### src/mhiu_pkg.sv
// Package for the multiplier hash index unit: widths, register map, timing.
// Assumes a single 200 MHz clock domain shared by both ends.
`default_nettype none
package mhiu_pkg;
  localparam int KEY_W = 128;
  localparam int STEP_W = 16;
  localparam int OPS_MAX = 3;
  // Operand width selectors
  typedef enum logic [1:0] {
    MHIU_W48,
    MHIU_W64,
    MHIU_W128
  } mhiu_width_t;
  // Steps per width
  localparam logic [3:0] STEPS_48 = 4'h3;
  localparam logic [3:0] STEPS_64 = 4'h4;
  localparam logic [3:0] STEPS_128 = 4'h8;
  // Input and output buffer stage counts
  localparam logic [2:0] IN_BUF_CYC = 3'h2;
  localparam logic [2:0] OUT_BUF_CYC = 3'h2;
  // Fixed divisor polynomial, low 16 bits of the reduction term
  localparam logic [15:0] HASH_POLY = 16'h1021;
  // Multiplier reset values
  localparam logic [127:0] MULT_RESET = 128'h0000_0000_0000_0000_0000_0000_0000_0001;
  // Processor register map (APB byte offsets)
  localparam logic [11:0] OFF_OP48 = 12'h000;
  localparam logic [11:0] OFF_OP64 = 12'h010;
  localparam logic [11:0] OFF_OP128 = 12'h020;
  localparam logic [11:0] OFF_DONE = 12'h040;
  localparam logic [11:0] OFF_MULT48 = 12'h050;
  localparam logic [11:0] OFF_MULT64 = 12'h060;
  localparam logic [11:0] OFF_MULT128 = 12'h070;
  localparam logic [11:0] OFF_IRQ_STAT = 12'h080;
  localparam logic [11:0] OFF_IRQ_MASK = 12'h084;
  localparam int DONE_BIT = 0;
  localparam logic [31:0] DONE_RESET = 32'h0000_0000;
  localparam logic [31:0] MASK_RESET = 32'h0000_0000;
  // Interrupt status bits
  localparam int IRQ_CPU_DONE = 0;
  localparam int IRQ_ENG_DONE = 1;

  // Words of an operand set, most significant first
  function automatic logic [2:0] mhiu_words(input mhiu_width_t w);
    case (w)
      MHIU_W48: mhiu_words = 3'h2;
      MHIU_W64: mhiu_words = 3'h2;
      default: mhiu_words = 3'h4;
    endcase
  endfunction : mhiu_words

  function automatic logic [3:0] mhiu_steps(input mhiu_width_t w);
    case (w)
      MHIU_W48: mhiu_steps = STEPS_48;
      MHIU_W64: mhiu_steps = STEPS_64;
      default: mhiu_steps = STEPS_128;
    endcase
  endfunction : mhiu_steps
endpackage : mhiu_pkg
`default_nettype wire

### src/mhiu_if.sv
// Link between the hash unit and the engine-side requester.
// Assumes both ends run on the same clock; testbench supplies clock and reset.
`default_nettype none
interface mhiu_if (
  input wire logic clk,
  input wire logic rst_n
);
  // Command: up to three operands, one width
  logic cmd_valid;
  logic cmd_ready;
  mhiu_pkg::mhiu_width_t cmd_width;
  logic [1:0] cmd_count;
  logic [mhiu_pkg::KEY_W-1:0] cmd_op [mhiu_pkg::OPS_MAX];
  // Results back into the requester's incoming registers
  logic res_valid;
  logic [1:0] res_index;
  logic [mhiu_pkg::KEY_W-1:0] res_data;
  logic cmd_done;

  modport unit (
    input clk, rst_n, cmd_valid, cmd_width, cmd_count, cmd_op,
    output cmd_ready, res_valid, res_index, res_data, cmd_done
  );
  modport engine (
    input clk, rst_n, cmd_ready, res_valid, res_index, res_data, cmd_done,
    output cmd_valid, cmd_width, cmd_count, cmd_op
  );
endinterface : mhiu_if
`default_nettype wire

### src/mhiu_unit.sv
// Hash unit: engine commands over mhiu_if, processor access over APB.
// Assumes one clock, synchronous active-low reset, a well-behaved APB master.
`default_nettype none
// What this block does
// - Keys of 48, 64, 128 bits, same-width index
// - One engine command hashes up to three operands
// - Processor keeps at most one hash outstanding
// - Engine stages operands before issuing the command
// - Per-width operand sets; lowest word write starts
// - Three programmable multipliers plus fixed polynomial
// - Sixteen bits per step, result fed back
// - Three, four or eight steps by width
// - Finished index passes a two-stage output buffer
// - Engine signalled after all its hashes finish
// - Results read at operand addresses
// - Done flag clears on operand write, sets on result
// - Result read stalls until result valid
// - Latency: input buffer, array, output buffer
// - Requesters rely on done, not fixed delay
// - Polling software waits for done equal one
// - Engines should batch hashes per command
module mhiu_unit (
  mhiu_if.unit LINK,
  // APB slave
  input wire logic PSEL_IN,
  input wire logic PENABLE_IN,
  input wire logic PWRITE_IN,
  input wire logic [11:0] PADDR_IN,
  input wire logic [31:0] PWDATA_IN,
  output logic [31:0] PRDATA_OUT,
  output logic PREADY_OUT,
  output logic PSLVERR_OUT,
  // Interrupt
  output logic IRQ_OUT
);
  typedef enum logic [2:0] {S_IDLE, S_INBUF, S_ARRAY, S_OUTBUF, S_RETURN} mhiu_state_t;
  mhiu_state_t state, next_state;
  logic [127:0] mult [3];
  logic [127:0] next_mult [3];
  logic [127:0] cpu_op [3];
  logic [127:0] next_cpu_op [3];
  logic cpu_pend, next_cpu_pend;
  mhiu_pkg::mhiu_width_t cpu_w, next_cpu_w;
  logic [31:0] done_reg, next_done_reg;
  logic [31:0] irq_stat, next_irq_stat;
  logic [31:0] irq_mask, next_irq_mask;
  logic [31:0] prdata, next_prdata;
  logic pready, next_pready;
  logic pslverr, next_pslverr;
  logic irq, next_irq;
  // Job in flight
  logic from_eng, next_from_eng;
  mhiu_pkg::mhiu_width_t jw, next_jw;
  logic [1:0] idx, next_idx;
  logic [1:0] cnt, next_cnt;
  logic [127:0] key, next_key;
  logic [127:0] acc, next_acc;
  logic [127:0] obuf [2];
  logic [127:0] next_obuf [2];
  logic [3:0] step, next_step;
  logic [2:0] tick, next_tick;
  logic ready, next_ready;
  logic res_v, next_res_v;
  logic [1:0] res_i, next_res_i;
  logic [127:0] res_d, next_res_d;
  logic cdone, next_cdone;

  function automatic logic [127:0] hstep(input logic [127:0] a, input logic [15:0] d,
                                          input logic [127:0] m, input mhiu_pkg::mhiu_width_t w);
    logic [127:0] t;
    logic [127:0] mask;
    t = (a << 16) ^ {112'h0, d};
    // Ones'-complement multiply then fold by fixed polynomial
    t = t ^ ~(m & {8{d}});
    for (int b = 0; b < 16; b++) begin
      if (t[127]) t = (t << 1) ^ {112'h0, mhiu_pkg::HASH_POLY};
      else t = t << 1;
    end
    case (w)
      mhiu_pkg::MHIU_W48: mask = {80'h0, {48{1'b1}}};
      mhiu_pkg::MHIU_W64: mask = {64'h0, {64{1'b1}}};
      default: mask = {128{1'b1}};
    endcase
    hstep = t & mask;
  endfunction : hstep

  function automatic logic [1:0] wsel(input logic [11:0] a);
    if (a >= mhiu_pkg::OFF_OP128 && a < mhiu_pkg::OFF_OP128 + 12'h010) wsel = 2'h2;
    else if (a >= mhiu_pkg::OFF_OP64 && a < mhiu_pkg::OFF_OP64 + 12'h010) wsel = 2'h1;
    else if (a < mhiu_pkg::OFF_OP48 + 12'h008) wsel = 2'h0;
    else wsel = 2'h3;
  endfunction : wsel

  logic setup;
  logic [1:0] ws;
  logic [1:0] wi;
  always_comb begin
    setup = PSEL_IN && !PENABLE_IN;
    ws = wsel(PADDR_IN);
    wi = PADDR_IN[3:2];
  end

  always_comb begin
    next_state = state;
    next_mult = mult;
    next_cpu_op = cpu_op;
    next_cpu_pend = cpu_pend;
    next_cpu_w = cpu_w;
    next_done_reg = done_reg;
    next_irq_stat = irq_stat;
    next_irq_mask = irq_mask;
    next_prdata = prdata;
    next_pready = 1'b0;
    next_pslverr = 1'b0;
    next_from_eng = from_eng;
    next_jw = jw;
    next_idx = idx;
    next_cnt = cnt;
    next_key = key;
    next_acc = acc;
    next_obuf = obuf;
    next_step = step;
    next_tick = tick;
    next_ready = 1'b0;
    next_res_v = 1'b0;
    next_res_i = res_i;
    next_res_d = res_d;
    next_cdone = 1'b0;
    // Hash pipeline
    case (state)
      S_IDLE: begin
        // Fixed priority: a pending processor op goes before any engine command
        if (cpu_pend) begin
          next_from_eng = 1'b0;
          next_jw = cpu_w;
          next_key = cpu_op[cpu_w];
          next_cnt = 2'h1;
          next_idx = 2'h0;
          next_state = S_INBUF;
          next_tick = 3'h0;
        end else if (LINK.cmd_valid && !cdone) begin
          // Finished command still shows valid for one cycle after done
          next_ready = 1'b1;
          next_from_eng = 1'b1;
          next_jw = LINK.cmd_width;
          next_cnt = LINK.cmd_count;
          next_idx = 2'h0;
          next_key = LINK.cmd_op[0];
          next_state = S_INBUF;
          next_tick = 3'h0;
        end
      end
      S_INBUF: begin
        next_tick = tick + 3'h1;
        if (tick + 3'h1 == mhiu_pkg::IN_BUF_CYC) begin
          next_acc = '0;
          next_step = 4'h0;
          next_state = S_ARRAY;
        end
      end
      S_ARRAY: begin
        // Most significant 16 bits first; result feeds back
        next_acc = hstep(acc, key[(mhiu_pkg::mhiu_steps(jw)-step-4'h1)*16 +: 16],
                         mult[jw], jw);
        next_obuf[0] = next_acc;
        next_step = step + 4'h1;
        if (step + 4'h1 == mhiu_pkg::mhiu_steps(jw)) begin
          next_state = S_OUTBUF;
          next_tick = 3'h0;
        end
      end
      S_OUTBUF: begin
        next_obuf[1] = obuf[0];
        next_tick = tick + 3'h1;
        if (tick + 3'h1 == mhiu_pkg::OUT_BUF_CYC) begin
          next_state = S_RETURN;
        end
      end
      S_RETURN: begin
        if (from_eng) begin
          next_res_v = 1'b1;
          next_res_i = idx;
          next_res_d = obuf[1];
          if (idx + 2'h1 >= cnt) begin
            next_cdone = 1'b1;
            next_irq_stat[mhiu_pkg::IRQ_ENG_DONE] = 1'b1;
            next_state = S_IDLE;
          end else begin
            next_idx = idx + 2'h1;
            next_key = LINK.cmd_op[idx + 2'h1];
            next_tick = 3'h0;
            next_state = S_INBUF;
          end
        end else begin
          next_cpu_op[jw] = obuf[1];
          next_cpu_pend = 1'b0;
          next_done_reg[mhiu_pkg::DONE_BIT] = 1'b1;
          next_irq_stat[mhiu_pkg::IRQ_CPU_DONE] = 1'b1;
          next_state = S_IDLE;
        end
      end
      default: next_state = S_IDLE;
    endcase
    // APB access phase
    if (PSEL_IN && PENABLE_IN && !pready) begin
      next_pready = 1'b1;
      next_prdata = 32'h0000_0000;
      if (ws != 2'h3) begin
        if (PWRITE_IN) begin
          // One processor hash at a time
          if (!cpu_pend) begin
            next_cpu_op[ws][wi*32 +: 32] = PWDATA_IN;
            next_done_reg = mhiu_pkg::DONE_RESET;
            if (wi == 2'h0) begin
              next_cpu_pend = 1'b1;
              next_cpu_w = mhiu_pkg::mhiu_width_t'(ws);
            end
          end else begin
            next_pslverr = 1'b1;
          end
        end else if (cpu_pend) begin
          next_pready = 1'b0;
        end else begin
          next_prdata = cpu_op[ws][wi*32 +: 32];
        end
      end else begin
        case (PADDR_IN)
          mhiu_pkg::OFF_DONE: next_prdata = done_reg;
          mhiu_pkg::OFF_IRQ_STAT: begin
            next_prdata = irq_stat;
            if (!PWRITE_IN) next_irq_stat = 32'h0000_0000;
          end
          mhiu_pkg::OFF_IRQ_MASK: begin
            next_prdata = irq_mask;
            if (PWRITE_IN) next_irq_mask = PWDATA_IN;
          end
          default: begin
            if (PADDR_IN[11:4] >= mhiu_pkg::OFF_MULT48[11:4] &&
                PADDR_IN[11:4] <= mhiu_pkg::OFF_MULT128[11:4]) begin
              next_prdata = mult[PADDR_IN[5:4] - 2'h1][wi*32 +: 32];
              if (PWRITE_IN) next_mult[PADDR_IN[5:4] - 2'h1][wi*32 +: 32] = PWDATA_IN;
            end else begin
              next_pslverr = 1'b1;
            end
          end
        endcase
      end
    end
    // Events win over the read-clear
    if (state == S_RETURN && from_eng && idx + 2'h1 >= cnt)
      next_irq_stat[mhiu_pkg::IRQ_ENG_DONE] = 1'b1;
    if (state == S_RETURN && !from_eng)
      next_irq_stat[mhiu_pkg::IRQ_CPU_DONE] = 1'b1;
    next_irq = |(next_irq_stat & irq_mask);
  end

  always_ff @(posedge LINK.clk) begin
    if (!LINK.rst_n) begin
      state <= S_IDLE;
      for (int i = 0; i < 3; i++) begin
        mult[i] <= mhiu_pkg::MULT_RESET;
        cpu_op[i] <= '0;
      end
      cpu_pend <= 1'b0;
      cpu_w <= mhiu_pkg::MHIU_W48;
      done_reg <= mhiu_pkg::DONE_RESET;
      irq_stat <= 32'h0000_0000;
      irq_mask <= mhiu_pkg::MASK_RESET;
      prdata <= 32'h0000_0000;
      pready <= 1'b0;
      pslverr <= 1'b0;
      irq <= 1'b0;
      from_eng <= 1'b0;
      jw <= mhiu_pkg::MHIU_W48;
      idx <= 2'h0;
      cnt <= 2'h0;
      key <= '0;
      acc <= '0;
      obuf[0] <= '0;
      obuf[1] <= '0;
      step <= 4'h0;
      tick <= 3'h0;
      ready <= 1'b0;
      res_v <= 1'b0;
      res_i <= 2'h0;
      res_d <= '0;
      cdone <= 1'b0;
    end else begin
      state <= next_state;
      mult <= next_mult;
      cpu_op <= next_cpu_op;
      cpu_pend <= next_cpu_pend;
      cpu_w <= next_cpu_w;
      done_reg <= next_done_reg;
      irq_stat <= next_irq_stat;
      irq_mask <= next_irq_mask;
      prdata <= next_prdata;
      pready <= next_pready;
      pslverr <= next_pslverr;
      irq <= next_irq;
      from_eng <= next_from_eng;
      jw <= next_jw;
      idx <= next_idx;
      cnt <= next_cnt;
      key <= next_key;
      acc <= next_acc;
      obuf <= next_obuf;
      step <= next_step;
      tick <= next_tick;
      ready <= next_ready;
      res_v <= next_res_v;
      res_i <= next_res_i;
      res_d <= next_res_d;
      cdone <= next_cdone;
    end
  end

  assign LINK.cmd_ready = ready;
  assign LINK.res_valid = res_v;
  assign LINK.res_index = res_i;
  assign LINK.res_data = res_d;
  assign LINK.cmd_done = cdone;
  assign PRDATA_OUT = prdata;
  assign PREADY_OUT = pready;
  assign PSLVERR_OUT = pslverr;
  assign IRQ_OUT = irq;
endmodule : mhiu_unit
`default_nettype wire

### src/flat_wrapper.sv
// flat-port wrapper written by rule: the top's interface ports become plain ports
module mhiu_unit_flat 
  (PSEL_IN, PENABLE_IN, PWRITE_IN, PADDR_IN, PWDATA_IN, PRDATA_OUT, PREADY_OUT, PSLVERR_OUT, IRQ_OUT, clk, rst_n, LINK_cmd_valid, LINK_cmd_width, LINK_cmd_count, LINK_cmd_op, LINK_cmd_ready, LINK_res_valid, LINK_res_index, LINK_res_data, LINK_cmd_done);
  mhiu_if LINK_i (.clk(clk), .rst_n(rst_n));
  input wire logic PSEL_IN;
  input wire logic PENABLE_IN;
  input wire logic PWRITE_IN;
  input wire logic [11:0] PADDR_IN;
  input wire logic [31:0] PWDATA_IN;
  output logic [31:0] PRDATA_OUT;
  output logic PREADY_OUT;
  output logic PSLVERR_OUT;
  output logic IRQ_OUT;
  input wire logic clk;
  input wire logic rst_n;
  input wire logic [$bits(LINK_i.cmd_valid)-1:0] LINK_cmd_valid;
  input wire logic [$bits(LINK_i.cmd_width)-1:0] LINK_cmd_width;
  input wire logic [$bits(LINK_i.cmd_count)-1:0] LINK_cmd_count;
  input wire logic [$bits(LINK_i.cmd_op)-1:0] LINK_cmd_op;
  output wire logic [$bits(LINK_i.cmd_ready)-1:0] LINK_cmd_ready;
  output wire logic [$bits(LINK_i.res_valid)-1:0] LINK_res_valid;
  output wire logic [$bits(LINK_i.res_index)-1:0] LINK_res_index;
  output wire logic [$bits(LINK_i.res_data)-1:0] LINK_res_data;
  output wire logic [$bits(LINK_i.cmd_done)-1:0] LINK_cmd_done;
  assign LINK_i.cmd_valid = LINK_cmd_valid;
  assign LINK_i.cmd_width = LINK_cmd_width;
  assign LINK_i.cmd_count = LINK_cmd_count;
  assign LINK_i.cmd_op = {>>{LINK_cmd_op}};
  assign LINK_cmd_ready = LINK_i.cmd_ready;
  assign LINK_res_valid = LINK_i.res_valid;
  assign LINK_res_index = LINK_i.res_index;
  assign LINK_res_data = LINK_i.res_data;
  assign LINK_cmd_done = LINK_i.cmd_done;
  mhiu_unit u_core (.LINK(LINK_i), .PSEL_IN(PSEL_IN), .PENABLE_IN(PENABLE_IN), .PWRITE_IN(PWRITE_IN), .PADDR_IN(PADDR_IN), .PWDATA_IN(PWDATA_IN), .PRDATA_OUT(PRDATA_OUT), .PREADY_OUT(PREADY_OUT), .PSLVERR_OUT(PSLVERR_OUT), .IRQ_OUT(IRQ_OUT));
endmodule
### config.mk
export PLATFORM = sky130hd
export DESIGN_NAME = mhiu_unit_flat
export DESIGN_NICKNAME = d
export VERILOG_FILES = /design/src/mhiu_pkg.sv /design/src/mhiu_if.sv /design/src/mhiu_unit.sv /design/src/flat_wrapper.sv
export SDC_FILE = /design/constraint.sdc
export NUM_CORES = 2
export LEC_CHECK = 0
export BUFFER_PORTS_ARGS = -buffer_cell sky130_fd_sc_hd__buf_2
export CORE_MARGIN = 4
export CORE_UTILIZATION = 59
export CTS_BUF_LIST = sky130_fd_sc_hd__clkbuf_4 sky130_fd_sc_hd__clkbuf_8 sky130_fd_sc_hd__clkbuf_16
export DETAILED_ROUTE_END_ITERATION = 16
export GPL_TIMING_DRIVEN = 0
export HOLD_SLACK_MARGIN = 0.15
export MAX_ROUTING_LAYER = met4
export PLACE_DENSITY = 0.82
export SYNTH_ARGS = -nofsm -noshare
export SYNTH_HDL_FRONTEND = slang
export SYNTH_SLANG_ARGS = --single-unit
### constraint.sdc
create_clock -name clk -period 5.2 [get_ports clk]
set_input_delay 0.52 -clock clk [delete_from_list [all_inputs] [get_ports clk]]
set_output_delay 0.52 -clock clk [all_outputs]
set_load 0.05 [all_outputs]
==> impl_metrics.prom, run 1 <==
# TYPE chip_impl_metric gauge
chip_impl_info{name="result_of_the_run",value="stopped before the end"} 1
chip_impl_info{name="lastStage",value="global routing"} 1
chip_impl_info{name="error_line",value="[ERROR GRT-0116] Global routing finished with congestion. Check the congestion regions in the DRC Viewer."} 1
chip_impl_metric{name="numCtsBuffers",unit=""} 160
chip_impl_metric{name="yosys_register_bits",unit=""} 1517
chip_impl_metric{name="netlist_area",unit="um^2"} 73600
chip_impl_metric{name="postSynthNetCount",unit=""} 9551
chip_impl_metric{name="cts_htree_levels",unit=""} 4
chip_impl_metric{name="synth-async-reset-ratio",unit="%"} 0
chip_impl_metric{name="track_usage",unit="%"} 73.8
chip_impl_metric{name="fp_rows",unit=""} 129
chip_impl_metric{name="synth-warning-count",unit=""} 0
chip_impl_metric{name="initial_core_util",unit="%"} 59.5
chip_impl_metric{name="grt_start_max_net_pins",unit=""} 17
chip_impl_metric{name="grt_pass1_vias",unit=""} 82877
chip_impl_metric{name="maximum_clock_path_buffer_count",unit=""} 3
chip_impl_info{name="cts_root_buf",value="sky130_fd_sc_hd__clkbuf_16"} 1
chip_impl_metric{name="synth-edff-count",unit=""} 0
chip_impl_metric{name="post_synth.cell_area_avg",unit="um^2"} 8.10
chip_impl_metric{name="hpwlAfterDp",unit="um"} 354000
chip_impl_metric{name="port_buffers",unit=""} 604
chip_impl_metric{name="seq_area_frac_synth",unit="%"} 41.3
chip_impl_metric{name="grt_first_pass_wirelength",unit="um"} 665000
chip_impl_metric{name="synthesized_netlist_cell_count",unit=""} 9091
chip_impl_metric{name="die_height",unit="um"} 361
chip_impl_metric{name="floorplan.io_pins",unit=""} 606
chip_impl_metric{name="grt-ovfl-total",unit=""} 171
chip_impl_info{name="dominantRegCellSynth",value="sky130_fd_sc_hd__dfxtp_1"} 1
chip_impl_metric{name="cts_num_sinks",unit=""} 1517
chip_impl_metric{name="netlist-cell-type-count",unit=""} 75
chip_impl_metric{name="die_x",unit="um"} 361
chip_impl_metric{name="routability_congestion",unit=""} 1.41
## synthesized netlist by cell type, types with 42 or more instances
| master | n | area, um^2 |
|---|---|---|
| sky130_fd_sc_hd__o211ai_1 | 92 | 691 |
| sky130_fd_sc_hd__mux2i_1 | 786 | 7870 |
| sky130_fd_sc_hd__buf_1 | 57 | 214 |
| sky130_fd_sc_hd__a211oi_1 | 480 | 3600 |
| sky130_fd_sc_hd__nor2_1 | 895 | 3360 |
| sky130_fd_sc_hd__clkbuf_1 | 774 | 2910 |
| sky130_fd_sc_hd__xnor2_1 | 108 | 946 |
| sky130_fd_sc_hd__o221ai_1 | 46 | 403 |
| sky130_fd_sc_hd__o22a_1 | 44 | 385 |
| sky130_fd_sc_hd__o21ai_0 | 283 | 1420 |
| sky130_fd_sc_hd__mux4_2 | 96 | 2160 |
| sky130_fd_sc_hd__a221oi_1 | 130 | 1140 |
| sky130_fd_sc_hd__nand2_1 | 2004 | 7520 |
| sky130_fd_sc_hd__nor3_1 | 145 | 726 |
| sky130_fd_sc_hd__and3_1 | 42 | 263 |
| sky130_fd_sc_hd__a21oi_1 | 956 | 4780 |
| sky130_fd_sc_hd__dfxtp_1 | 1517 | 30400 |
| sky130_fd_sc_hd__o22ai_1 | 140 | 876 |
## through the flow
step | setup TNS (ps) | worst slack (ps) | utilization [%] | area, um^2 | cells
floorplan | 0 | 860 | - | 73600 | 9091
global placement | -2608710 | -4350 | 63.6 | 78700 | 11332
detailed placement | -2207230 | -3930 | 64.0 | 79300 | 11368
CTS | 0 | 0.723 | 69.7 | 86200 | 11751
## timing repair
action,CTS
hold buffers,90
endpoints found under the hold margin,92
buffers inserted,5
pin swaps,1
gates resized for setup,133
setup endpoints to repair,1239
## kinds of logic after synthesis
logic type,synth area share [%]
adder cells (fa/ha/maj),0.388
multiplexers,13.6
XOR/XNOR,1.95
AND/OR/NAND/NOR,18.0
buffers and inverters,4.49
AO/OA/AOI/OAI,20.2
flip-flops,41.3
## layer usage
layer | GRT overflow | track usage, %
met2 | 105 | 89.2
met4 | 66 | 68.6
met5 | - | -
met1 | 0 | 74.4
met3 | 0 | 55.9
==> run 2: changes to the inputs <==
==> config.mk (replaced) <==
export PLATFORM = sky130hd
export DESIGN_NAME = mhiu_unit_flat
export DESIGN_NICKNAME = d
export VERILOG_FILES = /design/src/mhiu_pkg.sv /design/src/mhiu_if.sv /design/src/mhiu_unit.sv /design/src/flat_wrapper.sv
export SDC_FILE = /design/constraint.sdc
export NUM_CORES = 2
export LEC_CHECK = 0
export BUFFER_PORTS_ARGS = -buffer_cell sky130_fd_sc_hd__buf_2
export CORE_MARGIN = 4
export CORE_UTILIZATION = 40
export DETAILED_ROUTE_END_ITERATION = 16
export GPL_TIMING_DRIVEN = 0
export PLACE_DENSITY_LB_ADDON = 0.15
export SYNTH_ARGS = -nofsm -noshare
export SYNTH_HDL_FRONTEND = slang
export SYNTH_SLANG_ARGS = --single-unit
==> run 2 against run 1 <==
  * The flow now finishes, with violations (capacitance limit, slew limit, setup timing)
  * Synthesized area did not move
  * Synthesized cell count is the same
==> impl_metrics.prom, run 2 <==
# TYPE chip_impl_metric gauge
chip_impl_metric{name="worst-endpoint-arrival",unit="ps"} 6320
chip_impl_metric{name="synth-warning-count",unit=""} 0
chip_impl_metric{name="maximum_clock_path_buffer_count",unit=""} 3
chip_impl_metric{name="static-leakage-power",unit="nW"} 33.0
chip_impl_metric{name="fp.coreArea",unit="um^2"} 183000
chip_impl_metric{name="worst_slew_pin_slew",unit="ps"} 1690
chip_impl_info{name="timing.hold.worst.start",value="PWDATA_IN[2]"} 1
chip_impl_metric{name="worst_endpoint_required_time",unit="ps"} 5950
chip_impl_metric{name="grt_pass1_vias",unit=""} 75647
chip_impl_metric{name="synth-async-reset-ratio",unit="%"} 0
chip_impl_metric{name="register_clock_pin_slew_on_the_reported_worst_setup_and_hold_paths",unit="ps"} 70
chip_impl_info{name="rsz0062_at_grt",value="true"} 1
chip_impl_metric{name="holdWs",unit="ps"} 10.3
chip_impl_metric{name="die_x",unit="um"} 437
chip_impl_metric{name="power-per-cell-area",unit="nW/um^2"} 337
chip_impl_info{name="yosys-top-cells-count",value="2004 x sky130_fd_sc_hd__nand2_1, 1517 x sky130_fd_sc_hd__dfxtp_1, 956 x sky130_fd_sc_hd__a21oi_1, 895 x sky130_fd_sc_hd__nor2_1, 786 x sky130_fd_sc_hd__mux2i_1"} 1
chip_impl_metric{name="slew_viol_final",unit=""} 190
chip_impl_metric{name="netlist.area_leader.share",unit="%"} 41.3
chip_impl_metric{name="setup_slack_of_the_worst_register_to_register_path",unit="ps"} -30
chip_impl_metric{name="post-place-cells",unit=""} 12223
chip_impl_info{name="element_type_at_the_critical_path_start",value="input port"} 1
chip_impl_metric{name="slew_headroom",unit="%"} -13.0
chip_impl_metric{name="design.die.area",unit="um^2"} 191000
chip_impl_metric{name="seq_area_frac_synth",unit="%"} 41.3
chip_impl_metric{name="port_buffers",unit=""} 604
chip_impl_metric{name="ff2ff_path_depth",unit=""} 18
chip_impl_metric{name="wire_length_on_met2",unit="um"} 206000
chip_impl_metric{name="max_rail_drop_vdd",unit="mV"} 0.376
chip_impl_info{name="critical_path.reg2reg.startpoint",value="u_core.jw[0]"} 1
chip_impl_metric{name="power",unit="mW"} 29.8
chip_impl_info{name="cts_root_buf",value="sky130_fd_sc_hd__clkbuf_16"} 1
chip_impl_info{name="layout.cells.most_common",value="sky130_fd_sc_hd__nand2_1"} 1
chip_impl_metric{name="detailed_route_via_count",unit=""} 83533
chip_impl_metric{name="drt_first_iter_violations",unit=""} 13059
chip_impl_metric{name="finalCriticalPeriod",unit="ps"} 5570
chip_impl_metric{name="routed-wl-met3",unit="um"} 74900
chip_impl_metric{name="floorplan.io_pins",unit=""} 606
chip_impl_info{name="synth_area_leaders",value="sky130_fd_sc_hd__dfxtp_1 41%, sky130_fd_sc_hd__mux2i_1 11%, sky130_fd_sc_hd__nand2_1 10%"} 1
chip_impl_info{name="crit_end_element",value="register"} 1
chip_impl_metric{name="min_period_over_period",unit="%"} 107
chip_impl_metric{name="route.detailed.vias_per_inst",unit=""} 6.62
chip_impl_metric{name="clock-skew-final",unit="ps"} 58.4
chip_impl_info{name="yosysMostFrequentCell",value="sky130_fd_sc_hd__nand2_1"} 1
chip_impl_info{name="timing.rr.end",value="u_core.acc[71]"} 1
chip_impl_metric{name="postRouteWirelength",unit="um"} 526000
chip_impl_metric{name="critical-path-max-stage-delay",unit="ps"} 600
chip_impl_metric{name="report.final.hold_viol_count",unit=""} 0
chip_impl_info{name="cp_cell_sequence",value="buf_2 -> clkbuf_1 -> buf_4 -> clkinv_2 -> clkbuf_4 -> ha_1 -> nor4bb_2 -> o21bai_4 -> nand3_4 -> clkbuf_1 -> clkbuf_2 -> o21ai_1 -> o211ai_1 -> o311ai_0 -> buf_2 -> a31oi_1"} 1
chip_impl_metric{name="final-setup-viol-count",unit=""} 96
chip_impl_metric{name="numCtsBuffers",unit=""} 172
chip_impl_metric{name="synthesized_netlist_cell_count",unit=""} 9091
chip_impl_metric{name="synth-edff-count",unit=""} 0
chip_impl_metric{name="wire_per_inst",unit="um"} 41.7
chip_impl_metric{name="hpwlAfterDp",unit="um"} 422000
chip_impl_info{name="dominantRegCellSynth",value="sky130_fd_sc_hd__dfxtp_1"} 1
chip_impl_metric{name="netlist-cell-type-count",unit=""} 75
chip_impl_metric{name="drt_first_pass_iters",unit=""} 14
chip_impl_metric{name="postSynthNetCount",unit=""} 9551
chip_impl_info{name="tritoncts",value="done"} 1
chip_impl_metric{name="fmaxAchievable",unit="MHz"} 180
chip_impl_metric{name="fp_rows",unit=""} 157
chip_impl_metric{name="cts_htree_levels",unit=""} 4
chip_impl_metric{name="nNetsFinal",unit=""} 10438
chip_impl_metric{name="routability_congestion",unit=""} 1.13
chip_impl_info{name="top_layer_used",value="met5"} 1
chip_impl_metric{name="instances_no_fill",unit=""} 12620
chip_impl_metric{name="antenna_found_initial",unit=""} 68
chip_impl_info{name="biggestRegsByFlops",value="u_core.cpu_op: 384 flops, u_core.mult: 384 flops, u_core.obuf: 256 flops"} 1
chip_impl_metric{name="track_usage",unit="%"} 52.7
chip_impl_info{name="layout_common_cells",value="2002 x sky130_fd_sc_hd__nand2_1, 1517 x sky130_fd_sc_hd__dfxtp_1, 955 x sky130_fd_sc_hd__a21oi_1"} 1
chip_impl_metric{name="yosys_register_bits",unit=""} 1517
chip_impl_info{name="timing.critical_path.slowest_stage_cell",value="sky130_fd_sc_hd__clkbuf_1"} 1
chip_impl_metric{name="post_synth.cell_area_avg",unit="um^2"} 8.10
chip_impl_info{name="failed_checks",value="capacitance limit, slew limit, setup timing"} 1
chip_impl_metric{name="route.detailed.drc",unit=""} 0
chip_impl_info{name="post_synthesis_cell_type_with_the_largest_combined_area",value="sky130_fd_sc_hd__dfxtp_1"} 1
chip_impl_info{name="critical_path_class",value="input port to register"} 1
chip_impl_metric{name="hold_depth",unit=""} 3
chip_impl_info{name="min-delay-path-class",value="input port to register"} 1
chip_impl_metric{name="cts_num_sinks",unit=""} 1517
chip_impl_metric{name="antenna_left",unit=""} 0
chip_impl_info{name="result_of_the_run",value="complete, but fails checks"} 1
chip_impl_metric{name="grt-ovfl-total",unit=""} 0
chip_impl_metric{name="grt_start_max_net_pins",unit=""} 17
chip_impl_metric{name="wirelength_met1",unit="um"} 182000
chip_impl_metric{name="initial_core_util",unit="%"} 40.2
chip_impl_metric{name="max_cap_violations",unit=""} 30
chip_impl_metric{name="clock_insertion_delay_worst_skew",unit="ps"} 920
chip_impl_metric{name="critical_path_peak_fanout",unit=""} 12
chip_impl_metric{name="grt_first_pass_wirelength",unit="um"} 684000
chip_impl_metric{name="netlist_area",unit="um^2"} 73600
chip_impl_metric{name="timing.final.ws_setup",unit="ps"} -368
chip_impl_metric{name="die_height",unit="um"} 437
chip_impl_metric{name="layout-drive-gt1-share",unit="%"} 13.6
chip_impl_info{name="timing.hold.worst_endpoint",value="u_core.irq_mask[2]"} 1
chip_impl_info{name="setup.worst_path.start",value="PADDR_IN[2]"} 1
chip_impl_metric{name="area_growth_syn_to_layout",unit="%"} 20.1
==> run 2: report_power, final <==
group / internal (mW) / switching (mW)
Clock: 7.65 / 5.71
Combinational: 1.20 / 3.21
Sequential: 11.8 / 0.187
==> run 2: through the flow <==
stage	setup slack, ps	cell area, um^2	util [%]	TNS, ps
after floorplan	860	73600	-	0
after global placement	-4630	79700	43.5	-3057500
after detailed placement	-4390	80900	44.2	-2476000
after CTS	4.89	87900	48.0	0
after global routing	-123	88300	48.2	-350
final	-368	88400	48.3	-10360
==> run 2: how the worst max path moves through the flow <==
stage                            endpoint  slack (ps)  depth (start not counted)
CTS                  u_core.PRDATA_OUT[8]           5                         17
detailed placement  u_core.PRDATA_OUT[16]       -4390                         15
finish              u_core.PRDATA_OUT[17]        -370                         16
floorplan                  u_core.acc[19]         860                         15
global route        u_core.PRDATA_OUT[31]        -120                         17
global placement    u_core.PRDATA_OUT[10]       -4630                         15
==> run 2: final cells by class <==
| type | instances | area, um^2 |
|---|---|---|
| antenna | 36 | 90.1 |
| buffer | 847 | 3450 |
| clock buffer | 244 | 5040 |
| clock inverter | 72 | 1070 |
| fill | 18353 | 94700 |
| inverter | 24 | 95.1 |
| multi-input combinational | 6702 | 40800 |
| sequential | 1517 | 30400 |
| tap | 2464 | 3080 |
| timing repair buffer | 714 | 4420 |
==> run 2: worst max-delay path, delay by kind of cell <==
family / cells / cell delay [ps]
AO/OA/AOI/OAI: 5 / 1610
buffers and inverters: 8 / 3170
AND/OR/NAND/NOR: 2 / 640
adder cells (fa/ha/maj): 1 / 330
==> run 2: kinds of logic (layout without fill, tap and decap cells) <==
group / Yosys count / count (layout) / share of synthesized area [%]
buf+inv: 872 / 1901 / 4.49
xor+xnor: 138 / 138 / 1.95
flops: 1517 / 1517 / 41.3
other cells: 0 / 36 / 0
mux: 883 / 883 / 13.6
compound gates: 2360 / 2360 / 20.2
fa+ha+maj: 23 / 23 / 0.388
simple gates: 3298 / 3298 / 18.0
==> run 2: what timing repair did <==
| action | CTS | global route |
|---|---|---|
| hold buffers | 28 | 0 |
| setup buffers | 3 | 10 |
| gates cloned | 0 | 0 |
| endpoints found under the hold margin | 28 | 0 |
| pin swaps | 0 | 6 |
| resized for setup | 194 | 76 |
| endpoints found under the setup margin | 1243 | 418 |
==> run 2: metal layers <==
metal / vias up / track usage (%)
met5: - / 1.92
met4: 50 / 48.3
met3: 2101 / 24.0
met2: 6919 / 72.8
met1: 40578 / 60.0
li1: 33885 / -
No activity file was read; power rests on OpenSTA's default activity.
